**config.mk**
```make
export PLATFORM = sky130hd
export DESIGN_NAME = dsx_exec
export DESIGN_NICKNAME = d
export VERILOG_FILES = /design/src/rtl/dsx_pkg.sv /design/src/rtl/dsx_addr_resolve.sv /design/src/rtl/dsx_exec.sv
export SDC_FILE = /design/constraint.sdc
export NUM_CORES = 1
export LEC_CHECK = 0
export ABC_AREA = 1
export BUFFER_PORTS_ARGS = -buffer_cell sky130_fd_sc_hd__buf_2
export CORE_MARGIN = 3
export CORE_UTILIZATION = 38
export DETAILED_ROUTE_END_ITERATION = 7
export PLACE_DENSITY = 0.74
export SETUP_SLACK_MARGIN = 0.02
export SKIP_LAST_GASP = 1
export SLEW_MARGIN = 40
export SYNTH_ARGS = -nofsm -noshare
export SYNTH_HDL_FRONTEND = slang
export SYNTH_SLANG_ARGS = --single-unit
```
**constraint.sdc**
```tcl
create_clock -name clk_i -period 1.7 [get_ports clk_i]
set_input_delay 0.34 -clock clk_i [delete_from_list [all_inputs] [get_ports clk_i]]
set_output_delay 0.34 -clock clk_i [all_outputs]
set_load 0.1 [all_outputs]
```
**src/rtl/dsx_pkg.sv**
```systemverilog
package dsx_pkg;

   localparam logic [5:0]  OPC_SKIP_ZERO    = 6'h0b;
   localparam logic [5:0]  OPC_SKIP_NONZERO = 6'h13;
   localparam int          OPC_MSB          = 15;
   localparam int          OPC_LSB          = 10;
   localparam int          DEST_BIT         = 9;
   localparam int          ACCESS_BIT       = 8;
   localparam int          FILE_MSB         = 7;
   localparam logic [7:0]  ACCESS_SPLIT     = 8'h80;
   localparam logic [7:0]  INDEXED_LIMIT    = 8'h5f;
   localparam logic [3:0]  SFR_PAGE         = 4'hf;
   localparam logic [3:0]  LOW_PAGE         = 4'h0;
   localparam logic [7:0]  ONE_BYTE         = 8'h01;
   localparam logic [1:0]  SQUASH_ONE_WORD  = 2'h1;
   localparam logic [1:0]  SQUASH_TWO_WORD  = 2'h2;
   localparam logic [11:0] ADDR_RESET       = 12'h000;
   localparam logic [7:0]  DATA_RESET       = 8'h00;

   typedef struct packed {
      logic [5:0] opcode;
      logic       dest;
      logic       access;
      logic [7:0] file;
   } dsx_instr_t;

   typedef struct packed {
      logic        en;
      logic [11:0] addr;
      logic [7:0]  data;
   } dsx_fwr_t;

   typedef enum logic [1:0] {
      DSX_IDLE   = 2'b00,
      DSX_READ   = 2'b01,
      DSX_SQUASH = 2'b10
   } dsx_state_t;

endpackage

```
**src/rtl/dsx_addr_resolve.sv**
```systemverilog
`timescale 1ns/1ps
module dsx_addr_resolve
(
   input  wire logic [7:0]  file_i,
   input  wire logic        access_i,
   input  wire logic        ext_set_en_i,
   input  wire logic [3:0]  bank_select_reg_i,
   input  wire logic [11:0] index_base_i,
   output logic      [11:0] addr_o
);
   import dsx_pkg::*;

   always_comb begin
      if (access_i) begin
         addr_o = {bank_select_reg_i, file_i};
      end else if (ext_set_en_i && file_i <= INDEXED_LIMIT) begin
         addr_o = 12'(index_base_i + {4'h0, file_i});
      end else if (file_i >= ACCESS_SPLIT) begin
         addr_o = {SFR_PAGE, file_i};
      end else begin
         addr_o = {LOW_PAGE, file_i};
      end
   end
endmodule // dsx_addr_resolve

```
**src/rtl/dsx_exec.sv**
```systemverilog
`timescale 1ns/1ps
module dsx_exec
(
   input  wire logic                clk_i,
   input  wire logic                nrst_i,
   input  wire logic [15:0]         instr_i,
   input  wire logic                instr_valid_i,
   input  wire logic                next_two_word_i,
   input  wire logic                ext_set_en_i,
   input  wire logic [3:0]          bank_select_reg_i,
   input  wire logic [11:0]         index_base_i,
   input  wire logic [7:0]          file_rdata_i,
   output logic                     ready_o,
   output logic                     rd_en_o,
   output logic [11:0]              rd_addr_o,
   output dsx_pkg::dsx_fwr_t        file_wr_o,
   output logic                     wreg_we_o,
   output logic [7:0]               wreg_wdata_o,
   output logic                     squash_o,
   output logic                     done_o
);
   import dsx_pkg::*;

   dsx_instr_t  dec;
   dsx_state_t  state;
   dsx_state_t  next_state;
   logic [11:0] res_addr;
   logic        is_ours;
   logic        accept;
   logic        zero_variant;
   logic        next_zero_variant;
   logic        dest;
   logic        next_dest;
   logic [1:0]  squash_cnt;
   logic [1:0]  next_squash_cnt;
   logic [7:0]  result;
   logic        skip;
   logic        next_ready;
   logic        next_rd_en;
   logic [11:0] next_rd_addr;
   dsx_fwr_t    next_file_wr;
   logic        next_wreg_we;
   logic [7:0]  next_wreg_wdata;
   logic        next_squash;
   logic        next_done;

   assign dec     = dsx_instr_t'(instr_i);
   // Foreign opcodes are left for other execution units, so they are not taken here.
   assign is_ours = (dec.opcode == OPC_SKIP_ZERO) || (dec.opcode == OPC_SKIP_NONZERO);
   assign accept  = (state == DSX_IDLE) && instr_valid_i && is_ours;
   assign result  = file_rdata_i - ONE_BYTE;
   assign skip    = zero_variant ? (result == DATA_RESET)
                                 : (result != DATA_RESET);

   dsx_addr_resolve i_dsx_addr_resolve (
      .file_i            (dec.file),
      .access_i          (dec.access),
      .ext_set_en_i      (ext_set_en_i),
      .bank_select_reg_i (bank_select_reg_i),
      .index_base_i      (index_base_i),
      .addr_o            (res_addr)
   );

   always_comb begin
      next_state        = state;
      next_zero_variant = zero_variant;
      next_dest         = dest;
      next_squash_cnt   = squash_cnt;
      next_ready        = 1'b0;
      next_rd_en        = 1'b0;
      next_rd_addr      = rd_addr_o;
      next_file_wr      = '{en: 1'b0, addr: rd_addr_o, data: file_wr_o.data};
      next_wreg_we      = 1'b0;
      next_wreg_wdata   = wreg_wdata_o;
      next_squash       = 1'b0;
      next_done         = 1'b0;
      case (state)
         DSX_IDLE: begin
            next_ready = 1'b1;
            if (accept) begin
               next_ready        = 1'b0;
               next_zero_variant = (dec.opcode == OPC_SKIP_ZERO);
               next_dest         = dec.dest;
               next_rd_en        = 1'b1;
               next_rd_addr      = res_addr;
               next_state        = DSX_READ;
            end
         end
         DSX_READ: begin
            next_done = 1'b1;
            if (dest) begin
               next_file_wr = '{en: 1'b1, addr: rd_addr_o, data: result};
            end else begin
               next_wreg_we    = 1'b1;
               next_wreg_wdata = result;
            end
            if (skip) begin
               // The fetch stage already holds the next word; it must become a no-operation.
               next_squash     = 1'b1;
               next_squash_cnt = next_two_word_i ? SQUASH_TWO_WORD : SQUASH_ONE_WORD;
               next_state      = DSX_SQUASH;
            end else begin
               next_ready = 1'b1;
               next_state = DSX_IDLE;
            end
         end
         DSX_SQUASH: begin
            next_squash_cnt = squash_cnt - 2'h1;
            if (squash_cnt == SQUASH_ONE_WORD) begin
               next_ready = 1'b1;
               next_state = DSX_IDLE;
            end else begin
               next_squash = 1'b1;
            end
         end
         default: begin
            next_state = DSX_IDLE;
         end
      endcase
   end

   always_ff @(posedge clk_i or negedge nrst_i) begin
      if (!nrst_i) begin
         state        <= DSX_IDLE;
         zero_variant <= 1'b0;
         dest         <= 1'b0;
         squash_cnt   <= 2'h0;
         ready_o      <= 1'b0;
         rd_en_o      <= 1'b0;
         rd_addr_o    <= ADDR_RESET;
         file_wr_o    <= '{en: 1'b0, addr: ADDR_RESET, data: DATA_RESET};
         wreg_we_o    <= 1'b0;
         wreg_wdata_o <= DATA_RESET;
         squash_o     <= 1'b0;
         done_o       <= 1'b0;
      end else begin
         state        <= next_state;
         zero_variant <= next_zero_variant;
         dest         <= next_dest;
         squash_cnt   <= next_squash_cnt;
         ready_o      <= next_ready;
         rd_en_o      <= next_rd_en;
         rd_addr_o    <= next_rd_addr;
         file_wr_o    <= next_file_wr;
         wreg_we_o    <= next_wreg_we;
         wreg_wdata_o <= next_wreg_wdata;
         squash_o     <= next_squash;
         done_o       <= next_done;
      end
   end

   property p_read_result;
      @(posedge clk_i) disable iff (!nrst_i)
      (state == DSX_READ) |=> done_o &&
         ((file_wr_o.en && file_wr_o.data == $past(file_rdata_i) - ONE_BYTE) ||
          (wreg_we_o && wreg_wdata_o == $past(file_rdata_i) - ONE_BYTE));
   endproperty
   a_read_result: assert property (p_read_result) else $error("Result is not the read value minus one.");

   property p_dest_wreg;
      @(posedge clk_i) disable iff (!nrst_i)
      accept && !dec.dest |=> ##1 wreg_we_o && !file_wr_o.en;
   endproperty
   a_dest_wreg: assert property (p_dest_wreg) else $error("Destination 0 did not write only W.");

   property p_dest_file;
      @(posedge clk_i) disable iff (!nrst_i)
      accept && dec.dest |=> ##1 file_wr_o.en && !wreg_we_o && file_wr_o.addr == $past(rd_addr_o);
   endproperty
   a_dest_file: assert property (p_dest_file) else $error("Destination 1 did not write the file back.");

   property p_skip_zero;
      @(posedge clk_i) disable iff (!nrst_i)
      (state == DSX_READ) && zero_variant |=> squash_o == ($past(file_rdata_i) == ONE_BYTE);
   endproperty
   a_skip_zero: assert property (p_skip_zero) else $error("Zero variant skip decision wrong.");

   property p_skip_nonzero;
      @(posedge clk_i) disable iff (!nrst_i)
      (state == DSX_READ) && !zero_variant |=> squash_o == ($past(file_rdata_i) != ONE_BYTE);
   endproperty
   a_skip_nonzero: assert property (p_skip_nonzero) else $error("Nonzero variant skip decision wrong.");

   property p_two_word;
      @(posedge clk_i) disable iff (!nrst_i)
      (state == DSX_READ) && skip && next_two_word_i |=> squash_o[*2] ##1 (!squash_o && ready_o);
   endproperty
   a_two_word: assert property (p_two_word) else $error("Two-word skip did not squash two cycles.");

   property p_one_word;
      @(posedge clk_i) disable iff (!nrst_i)
      (state == DSX_READ) && skip && !next_two_word_i |=> squash_o ##1 (!squash_o && ready_o);
   endproperty
   a_one_word: assert property (p_one_word) else $error("One-word skip did not squash one cycle.");

   property p_no_skip;
      @(posedge clk_i) disable iff (!nrst_i)
      (state == DSX_READ) && !skip |=> !squash_o && ready_o;
   endproperty
   a_no_skip: assert property (p_no_skip) else $error("Squash seen without a skip.");

   property p_banked;
      @(posedge clk_i) disable iff (!nrst_i)
      accept && dec.access |=> rd_en_o && rd_addr_o == {$past(bank_select_reg_i), $past(dec.file)};
   endproperty
   a_banked: assert property (p_banked) else $error("Banked address not formed from bank select.");

   property p_access_bank;
      @(posedge clk_i) disable iff (!nrst_i)
      accept && !dec.access && !ext_set_en_i |=>
         rd_addr_o == {($past(dec.file) >= ACCESS_SPLIT) ? SFR_PAGE : LOW_PAGE, $past(dec.file)};
   endproperty
   a_access_bank: assert property (p_access_bank) else $error("Access bank address wrong.");

   property p_indexed;
      @(posedge clk_i) disable iff (!nrst_i)
      accept && !dec.access && ext_set_en_i && dec.file <= INDEXED_LIMIT |=>
         rd_addr_o == 12'($past(index_base_i) + {4'h0, $past(dec.file)});
   endproperty
   a_indexed: assert property (p_indexed) else $error("Indexed offset address wrong.");

   property p_decode;
      @(posedge clk_i) disable iff (!nrst_i)
      (state == DSX_IDLE) && instr_valid_i && !is_ours |=> !rd_en_o;
   endproperty
   a_decode: assert property (p_decode) else $error("Foreign opcode was taken.");

   c_two_word: cover property (@(posedge clk_i) disable iff (!nrst_i) squash_o ##1 squash_o);
   c_one_skip: cover property (@(posedge clk_i) disable iff (!nrst_i) done_o && squash_o ##1 !squash_o);
   c_wreg:     cover property (@(posedge clk_i) disable iff (!nrst_i) wreg_we_o && !squash_o);
   c_indexed:  cover property (@(posedge clk_i) disable iff (!nrst_i) accept && ext_set_en_i && !dec.access);
endmodule // dsx_exec

```
==> results of run 1 <==
## worst min-delay path by stage
stage           start  slack (ps)             to  depth (start not counted)
3_5_place_dp   nrst_i         360  file_wr_o[20]                          2
4_1_cts        nrst_i          30       state[0]                          2
6_report       nrst_i          10  squash_cnt[1]                          2
2_1_floorplan  nrst_i          40           dest                          0
3_3_place_gp   nrst_i         350        ready_o                          2
5_1_grt        nrst_i          40       state[0]                          2
## placed cells by master, fill, tap and decap left out
master,instances
nor3_1,1
buf_4,32
inv_1,26
a21oi_4,1
clkbuf_8,5
o21ai_0,18
o21ai_1,1
nor2_1,46
o21bai_1,1
nor2_4,5
xor2_1,2
ha_1,15
buf_2,90
inv_2,4
a31oi_1,10
nand3_2,5
a21o_1,1
clkbuf_1,1
nand3_1,22
a21boi_2,1
dfrtp_1,52
nand2_2,4
nand4_1,7
nand3b_1,1
nand2_4,1
nor3_2,1
nand2_1,70
buf_12,1
a21oi_1,20
and2_1,1
a21oi_2,2
o22ai_1,1
nor2_2,2
clkinv_2,1
xnor2_1,2
fa_1,1
## kinds of logic (layout without fill, tap and decap cells)
kind of cell	count (synthesis)	count (layout)	share of synthesized area, %
flops	52	52	45.5
xor+xnor	4	4	1.22
compound gates	56	56	11.3
buf+inv	46	160	7.70
simple gates	166	166	27.0
fa+ha+maj	16	16	7.26
## critical path, cell delays in order
cell and delay [ps]:
buf_2 110, ha_1 210, fa_1 390, nand3_1 80, nand2_1 90, a21oi_1 170, xnor2_1 130, o21ai_0 80
o21ai_0 140
## metal layers
metal	up-vias	track usage, %	share of wire [%]
met3	14	3.57	5.4
met2	79	27.1	48
met4	0	4.88	1.4
met5	-	0	0
li1	1332	-	-
met1	1233	19.5	45
## power groups by stage
stage          sequential (W)  clock, W  combinational [W]
2_1_floorplan         0.00400         0            0.00173
3_3_place_gp          0.00194         0            0.00437
3_5_place_dp          0.00195         0            0.00442
4_1_cts               0.00193  0.000685            0.00442
5_1_grt               0.00198  0.000740            0.00459
6_report              0.00192  0.000663            0.00440
## sequential cells by signal, indices dropped and copies added (netlist names), 2 cells and up
signal        count
rd_addr_o        12
state             2
file_wr_o        21
wreg_wdata_o      8
squash_cnt        2
## cell type report
| type | count | area share (%) |
|---|---|---|
| Multi-Input combinational cell | 242 | 36.6 |
| Timing Repair Buffer | 123 | 19.4 |
| Inverter | 30 | 3.07 |
| Clock buffer | 6 | 1.98 |
| Sequential cell | 52 | 35.5 |
| Tap cell | 99 | 3.38 |
| Clock inverter | 1 | 0.137 |
## synth_stat cells, drive strengths merged
master / count / area share [%]
o22ai: 1 / 0.22
a21oi: 23 / 4.7
a21boi: 1 / 0.39
xor2: 2 / 0.61
xnor2: 2 / 0.61
nand3b: 1 / 0.26
nor3: 2 / 0.52
o21bai: 1 / 0.26
buf: 14 / 3.5
a21o: 1 / 0.26
and2: 1 / 0.22
nand2: 75 / 10
clkbuf: 2 / 0.26
nand3: 27 / 5.6
o21ai: 19 / 3.3
ha: 15 / 6.6
inv: 30 / 3.9
dfrtp: 52 / 45
nor2: 53 / 8.4
a31oi: 10 / 2.2
fa: 1 / 0.70
nand4: 7 / 1.5
## per-stage QoR
stage          std cells  total power [W]  area (um^2)  worst slack, ps  hold slack, ps
2_1_floorplan        340          0.00573         2860             30.7            44.4
3_3_place_gp         546          0.00630         3590             -108             354
3_5_place_dp         546          0.00637         3590             -139             361
4_1_cts              553          0.00703         3670              166            33.1
5_1_grt              553          0.00731         3670             40.9            44.1
6_report             553          0.00698         3670              175            12.4
==> metrics.txt, run 1 <==
Chip Height=92.8 um; Switching Fraction=61.9%; Overflow after GRT=0; Setup crit end kind=register; IR drop worst, VDD=between 0.7 and 0.8 mV; Worst Setup EP=rd_addr_o[6]; clock share of power=a little under a tenth; # IOs=between 90 and 100; Cell Rows=31; CTS clock-pin slew for the worst setup and hold paths=~90 ps; worst-path fanout max=3; yosys synthesis warning count=0; starting density of the core=just under 40%; wire per inst=12.0 um; TritonCTS clock tree=done; Worst EP required=roughly 1900 ps; clock buffer count from CTS=5; Seq/Total Area, Yosys=a little under half; post-CTS resize count=0; Worst-Skew Late Latency=~300 ps; vias in the first global route=between 2k and 3k; Hold Buf Count CTS=0; initial drt markers=between 70 and 80; Max Cap Violations=0; kind of critical path=in2reg; reg2reg start=state[0]; Slew Limit Fails=0; Hold Crit Class=in2async; Cells after Synth=340; layout cell share with drive strength beyond 1=about a third; P_int=0.00266 W; CP Launch Type=primary input; first-pass GRT wire length=approximately 11,000 um; Via density=4.81; Peak Freq=around 660 MHz; Routed Antenna Nets=0; total power divided by cell area=1900 nW/um^2; Antenna diodes=0; area growth from synthesis to layout=28.1%; Reg power frac=roughly 28%; clock skew=16.1 ps; fin util=about half; fillcell total=741; flops & latches, synth=52; H-Tree Depth=2; Gate power share=between 60 and 70%; core area=roughly 7300 um^2; footprint of the multi-input gates=about 1300 um^2; clk buf depth=2; Syn Nets=about 400; reg2reg path depth=7; DR pass1 iterations=4; fin crit period=approximately 1500 ps; register area=1300 um^2; HPWL after detailed placement=~5300 um; die area=between 8000 and 9000 um^2; Static Leak=1.97 nW; Worst Tran Pin Value=507 ps; Worst Setup SP=instr_i[0]; CP arrival=around 1700 ps; outcome=finished clean; Final Setup Violations=0; RSZ-0062 raised after global routing=no; Mapped Avg Cell Area=around 8.4 um^2; P_sw=0.00432 W; synthesized cell area=between 2000 and 3000 um^2; pin count of the biggest net entering global routing=53; initial antenna violation count=0; final hold vios=0; Remaining DRCs=0; routability cong.=0.858; total routed wirelength=~6600 um; vias post-DR=approximately 2.7k; clk root buf=clkbuf_8; Total GRT Usage=between 15 and 20%; worst reg2reg endpoint=rd_addr_o[6]; clk sinks=52; # port buffers=90; Reg2Reg Setup Slack=between 150 and 200 ps; Final Cycle Share=89.7%; synth unique cells=33; die width=92.8 um; fin nets=between 500 and 600; Slew HR=between 60% and 70%; setup bufs post-CTS=0; Setup TNS Final=0 ps
Note: power is estimated with default switching activity, not from simulation.
==> inputs of run 2 (changes only) <==
- CTS_BUF_LIST: default -> sky130_fd_sc_hd__clkbuf_8
- HOLD_SLACK_MARGIN: default -> 0.12
- PLACE_DENSITY: 0.74 -> 0.76
- clock period: 1.7 -> 1.4 ns (I/O delays scaled with it)
==> run 2 against run 1 <==
Final cell count rose by 2.0%. Global-route usage rose by 2.0 points. Worst hold slack improved by 180 ps. Clock skew fell by 9.2 ps. Largest power group unchanged.
==> metrics.txt, run 2 (same netlist as run 1, synthesis figures left out) <==
delay of the slowest critical-path stage=390 ps (about the same); total power divided by cell area=2240 nW/um^2 (+18%); Hold Path Sink=dest; Worst EP required=1620 ps (-300 ps); Gate power share=64.6% (+1.6 points); total routed wirelength=7390 um (+11%); worst reg2reg endpoint=rd_addr_o[2]; Peak Freq=about 720 MHz; P_int=0.00424 W (+59%); Hold Path Stages=3; outcome=finished clean; pin count of the biggest net entering global routing=53 (unchanged); Chip Height=92.8 um (unchanged); clk sinks=52 (unchanged); area growth from synthesis to layout=52.7%; initial drt markers=59 (-24%); Routed Antenna Nets=0 (unchanged); DR pass1 iterations=4 (unchanged); Switching Fraction=56.7% (-5.2 points); starting density of the core=39.2% (unchanged); Cell Rows=31 (unchanged); clk root buf=clkbuf_8; core area=7290 um^2 (unchanged); Hold Slack=192 ps (+179 ps); H-Tree Depth=2 (unchanged); placed instance count=552 (+1.1%); HPWL after detailed placement=5730 um (+7.1%); Min-Delay Startpoint=instr_i[9]; P_sw=0.00556 W (+29%); TritonCTS clock tree=done; CP Launch Type=register; vias post-DR=2,717 (+2.2%); Worst-Skew Late Latency=300 ps (about the same); Post-DP Area=3950 um^2 (+10%); Total GRT Usage=17.8% (+2.0 points); most frequent cells in the layout=nand2_1 (64), buf_2 (56), dfrtp_1 (52), nor2_1 (41), buf_4 (40); kind of critical path=reg2reg; Antenna diodes=0 (unchanged); clock skew=6.93 ps (-9.16 ps); layout cell share with drive strength beyond 1=45.8% (+12 points); commonest non-fill, non-tap cell in the layout=nand2_1; die width=92.8 um (unchanged); Via density=4.82 (+0.23%); Final Setup Violations=0 (unchanged); Top Registers=file_wr_o (21), rd_addr_o (12), wreg_wdata_o (8); Slew HR=67.6% (+1.2 points); clk buf depth=2 (unchanged); Hold Crit Class=in2reg; largest register by flop count=file_wr_o; Finished Cell Area=4370 um^2 (+19%); RSZ-0062 raised after global routing=yes; max FFs per register=21 (unchanged); IR drop worst, VDD=1.12 mV (+55%); Setup crit end kind=register; crit-path cells=inv_2 > ha_4 > nand2_4 > a21oi_4 > buf_8 > buf_12 > nor2_1 > a31oi_1; wire per inst=13.1 um (+9.2%); Static Leak=2.15 nW (+9.4%); CTS clock-pin slew for the worst setup and hold paths=100 ps (about the same); clock share of power=10.3% (+0.8 points); Tot Pwr=0.00980 W (+40%); first-pass GRT wire length=12,500 um (+12%); worst-path fanout max=7 (+4); vias in the first global route=2,824 (+11%); Overflow after GRT=0 (unchanged); final hold vios=0 (unchanged); fin crit period=around 1400 ps; die area=8610 um^2 (unchanged); Reg power frac=25.0% (-2.5 points); Reg2Reg Setup Slack=20 ps (-170 ps); # IOs=91 (unchanged); fin nets=525 (+1.9%); CP arrival=1600 ps (-140 ps); post-route insts no fill=564 (+2.0%); routability cong.=0.891 (+3.8%); initial antenna violation count=0 (unchanged); Worst Tran Pin Value=489 ps (-17.7 ps); Final Cycle Share=a little under 100%; Slew Limit Fails=0 (unchanged); Max Cap Violations=0 (unchanged); Remaining DRCs=0 (unchanged); # port buffers=90 (unchanged); clock buffer count from CTS=5 (unchanged); reg2reg path depth=8 (+1); slowest CP cell=dfrtp_1; reg2reg start=state[1]
## run 2: how the worst max path moves through the flow
stage | slack (ps) | endpoint | startpoint
floorplan | -60 | rd_addr_o[6] | instr_i[0]
global placement | -230 | rd_addr_o[8] | instr_i[5]
detailed placement | -330 | squash_cnt[1] | file_rdata_i[1]
CTS | 20 | wreg_wdata_o[7] | wreg_wdata_o[7]
global route | -60 | rd_addr_o[0] | state[1]
finish | 20 | rd_addr_o[2] | state[1]
## run 2: repair_timing
item | 4_1_cts | 5_1_grt
setup endpoints to repair | 14 | 49
resized for setup | 13 | 59
pin swaps | 1 | 25
setup buffers | 3 | 0
endpoints found under the hold margin | 52 | 0
hold buffers | 1 | 0
cloned | 0 | 0
## run 2: per-layer routing
layer	global-route usage [%]	wire length, um	vias up
li1	-	-	1355
met4	6.59	137	0
met5	0	0	-
met2	32.9	3950	83
met3	1.87	370	12
met1	20.9	2930	1267
## run 2: stage by stage
| step | utilization [%] | setup slack (ps) | TNS, ps |
|---|---|---|---|
| finish | 59.9 | 18.7 | 0 |
| global route | 59.9 | -63.3 | -524 |
| CTS | 56.8 | 20.1 | 0 |
| detailed placement | 54.2 | -329 | -3380 |
| global placement | 54.2 | -235 | -2740 |
| floorplan | - | -64.3 | -91.4 |
## run 2: area by class of cell
cell class              instances  area, um^2
clock buffers                   5        68.8
fillers                       635        2920
flip-flops and latches         52        1300
repair buffers                133        1080
clock inverters                 3        42.5
inverters                      30         125
well taps                      99         124
multi-input cells             242        1620
## run 2: power by group through the flow
| stage | Clock, W | Combinational (W) | Sequential, W |
|---|---|---|---|
| after floorplan | 0 | 0.00214 | 0.00486 |
| after global placement | 0 | 0.00598 | 0.00244 |
| after detailed placement | 0 | 0.00606 | 0.00246 |
| after CTS | 0.00105 | 0.00612 | 0.00244 |
| after global routing | 0.00111 | 0.00659 | 0.00253 |
| final | 0.00101 | 0.00633 | 0.00245 |
## run 2: worst max-delay path, delay by kind of cell (launching register included)
kind | cells | cell delay, ps
buffers and inverters | 3 | 350
AO/OA/AOI/OAI | 2 | 330
adder cells (fa/ha/maj) | 1 | 160
AND/OR/NAND/NOR | 2 | 90
flip-flops | 1 | 390
==> inputs of run 3 (changes only) <==
- RECOVER_POWER: default -> 50
==> run 3 against run 2 <==
Global-route usage is the same. Worst hold slack unchanged. Sequential share of layout area rose by 0.085 points. Clock skew stayed put. Clock power about the same. Flip-flop and latch count unchanged. First-iteration DRC count unchanged. Core utilization is 0.17 points lower. Sequential power barely moved. Via count is the same. Power hardly changed. Combinational power about the same. Critical path type unchanged. Highest routed layer unchanged.
==> metrics.txt, run 3 (same netlist as run 1, synthesis figures left out) <==
Hold Slack=192 ps (unchanged); Max Cap Violations=0 (unchanged); Switching Fraction=56.7% (about the same); largest register by flop count=file_wr_o; core area=7290 um^2 (unchanged); Via density=4.82 (unchanged); TritonCTS clock tree=done; reg2reg path depth=8 (unchanged); fin nets=525 (unchanged); CP Launch Type=register; reg2reg start=state[1]; clock skew=6.93 ps (unchanged); Peak Freq=724 MHz (unchanged); Static Leak=2.15 nW (-0.22%); crit-path cells=inv_2 > ha_4 > nand2_4 > a21oi_4 > buf_8 > buf_12 > nor2_1 > a31oi_1; starting density of the core=39.2% (unchanged); vias post-DR=2,717 (unchanged); Chip Height=92.8 um (unchanged); Hold Path Stages=3 (unchanged); initial antenna violation count=0 (unchanged); H-Tree Depth=2 (unchanged); Slew HR=54.0% (-14 points); Reg2Reg Setup Slack=20 ps (about the same); Antenna diodes=0 (unchanged); Gate power share=64.6% (about the same); Worst Setup EP=rd_addr_o[2]; fillcell total=637 (+0.31%); die width=92.8 um (unchanged); Worst-Skew Late Latency=300 ps (about the same); die area=8610 um^2 (unchanged); Final Setup Violations=0 (unchanged); wire per inst=13.1 um (about the same); Worst EP required=1620 ps (about the same); IR drop worst, VDD=1.12 mV (about the same); clk root buf=clkbuf_8; clk sinks=52 (unchanged); # IOs=91 (unchanged); layout cell share with drive strength beyond 1=45.8% (unchanged); delay of the slowest critical-path stage=390 ps (about the same); Tot Pwr=0.00979 W (about the same); Total GRT Usage=17.8% (unchanged); P_int=0.00424 W (-0.10%); clock buffer count from CTS=5 (unchanged); Cell Rows=31 (unchanged); total power divided by cell area=2250 nW/um^2 (+0.23%); max FFs per register=21 (unchanged); Final Cycle Share=98.7% (unchanged); Setup crit end kind=register; P_sw=0.00556 W (about the same); CTS clock-pin slew for the worst setup and hold paths=100 ps (about the same); vias in the first global route=2,824 (unchanged); register area=1300 um^2 (unchanged); Slew Limit Fails=0 (unchanged); outcome=finished clean; most frequent cells in the layout=nand2_1 (64), buf_2 (56), dfrtp_1 (52), nor2_1 (41), buf_4 (40); worst-path fanout max=7 (unchanged); worst reg2reg endpoint=rd_addr_o[2]; RSZ-0062 raised after global routing=yes; clk buf depth=2 (unchanged); first-pass GRT wire length=12,500 um (unchanged); # port buffers=90 (unchanged); Routed Antenna Nets=0 (unchanged); total routed wirelength=7390 um (about the same); Hold Crit Class=in2reg; HPWL after detailed placement=5730 um (unchanged); slowest CP cell=dfrtp_1; Worst Tran Pin Value=690 ps (+200 ps); Worst Setup SP=state[1]; Remaining DRCs=0 (unchanged); final hold vios=0 (unchanged); Reg power frac=25.1% (about the same); clock share of power=10.3% (about the same); fin util=59.8% (-0.17 points); DR pass1 iterations=4 (unchanged); kind of critical path=reg2reg; fin crit period=1380 ps (unchanged); Overflow after GRT=0 (unchanged); placed instance count=552 (unchanged); Top Registers=file_wr_o (21), rd_addr_o (12), wreg_wdata_o (8); commonest non-fill, non-tap cell in the layout=nand2_1; initial drt markers=59 (unchanged); CP arrival=1600 ps (about the same); footprint of the multi-input gates=1620 um^2 (unchanged); pin count of the biggest net entering global routing=53 (unchanged); routability cong.=0.891 (unchanged); post-route insts no fill=564 (unchanged); area growth from synthesis to layout=52.3%
-- run 3: power groups by stage --
| stage | Clock (W) | Combinational (W) | Sequential, W |
|---|---|---|---|
| floorplan | 0 | 0.00214 | 0.00486 |
| global placement | 0 | 0.00598 | 0.00244 |
| detailed placement | 0 | 0.00606 | 0.00246 |
| CTS | 0.00105 | 0.00612 | 0.00244 |
| global route | 0.00111 | 0.00658 | 0.00253 |
| finish | 0.00101 | 0.00632 | 0.00245 |
-- run 3: metrics by stage --
step / worst slack [ps] / setup TNS, ps / area, um^2
floorplan: -64.3 / -91.4 / 2960
global placement: -235 / -2740 / 3950
detailed placement: -329 / -3380 / 3950
CTS: 20.1 / 0 / 4140
global route: -63.3 / -524 / 4360
finish: 18.7 / 0 / 4360
-- run 3: cell type report --
type / instances / share of cell area (%)
Tap cell: 99 / 2.84
Timing Repair Buffer: 133 / 24.6
Clock inverter: 3 / 0.976
Clock buffer: 5 / 1.58
Multi-Input combinational cell: 242 / 37.3
Inverter: 30 / 2.87
Sequential cell: 52 / 29.9
-- run 3: repair_timing --
action,CTS,global route
hold buffers,1,0
endpoints found under the hold margin,52,0
gates resized for setup,13,59
setup endpoints to repair,14,49
setup buffers,3,0
pin swaps,1,25
-- run 3: how the worst min path moves through the flow --
stage	startpoint	to
final	instr_i[9]	dest
after global routing	instr_i[9]	dest
after CTS	instr_i[9]	dest
after detailed placement	nrst_i	file_wr_o[20]
after global placement	nrst_i	wreg_wdata_o[3]
after floorplan	nrst_i	dest
-- run 3: per-layer routing --
metal / vias up / routed length, um / track usage (%)
met2: 83 / 3960 / 32.9
met5: - / 0 / 0
met4: 0 / 137 / 6.59
li1: 1355 / - / -
met1: 1267 / 2930 / 20.9
met3: 12 / 370 / 1.87
-- run 3: critical path: cells and delay by family, from the launching register on --
family                   cells  cell delay (ps)
adder cells (fa/ha/maj)      1              160
buffers and inverters        3              350
flip-flops                   1              390
AO/OA/AOI/OAI                2              330
AND/OR/NAND/NOR              2               90
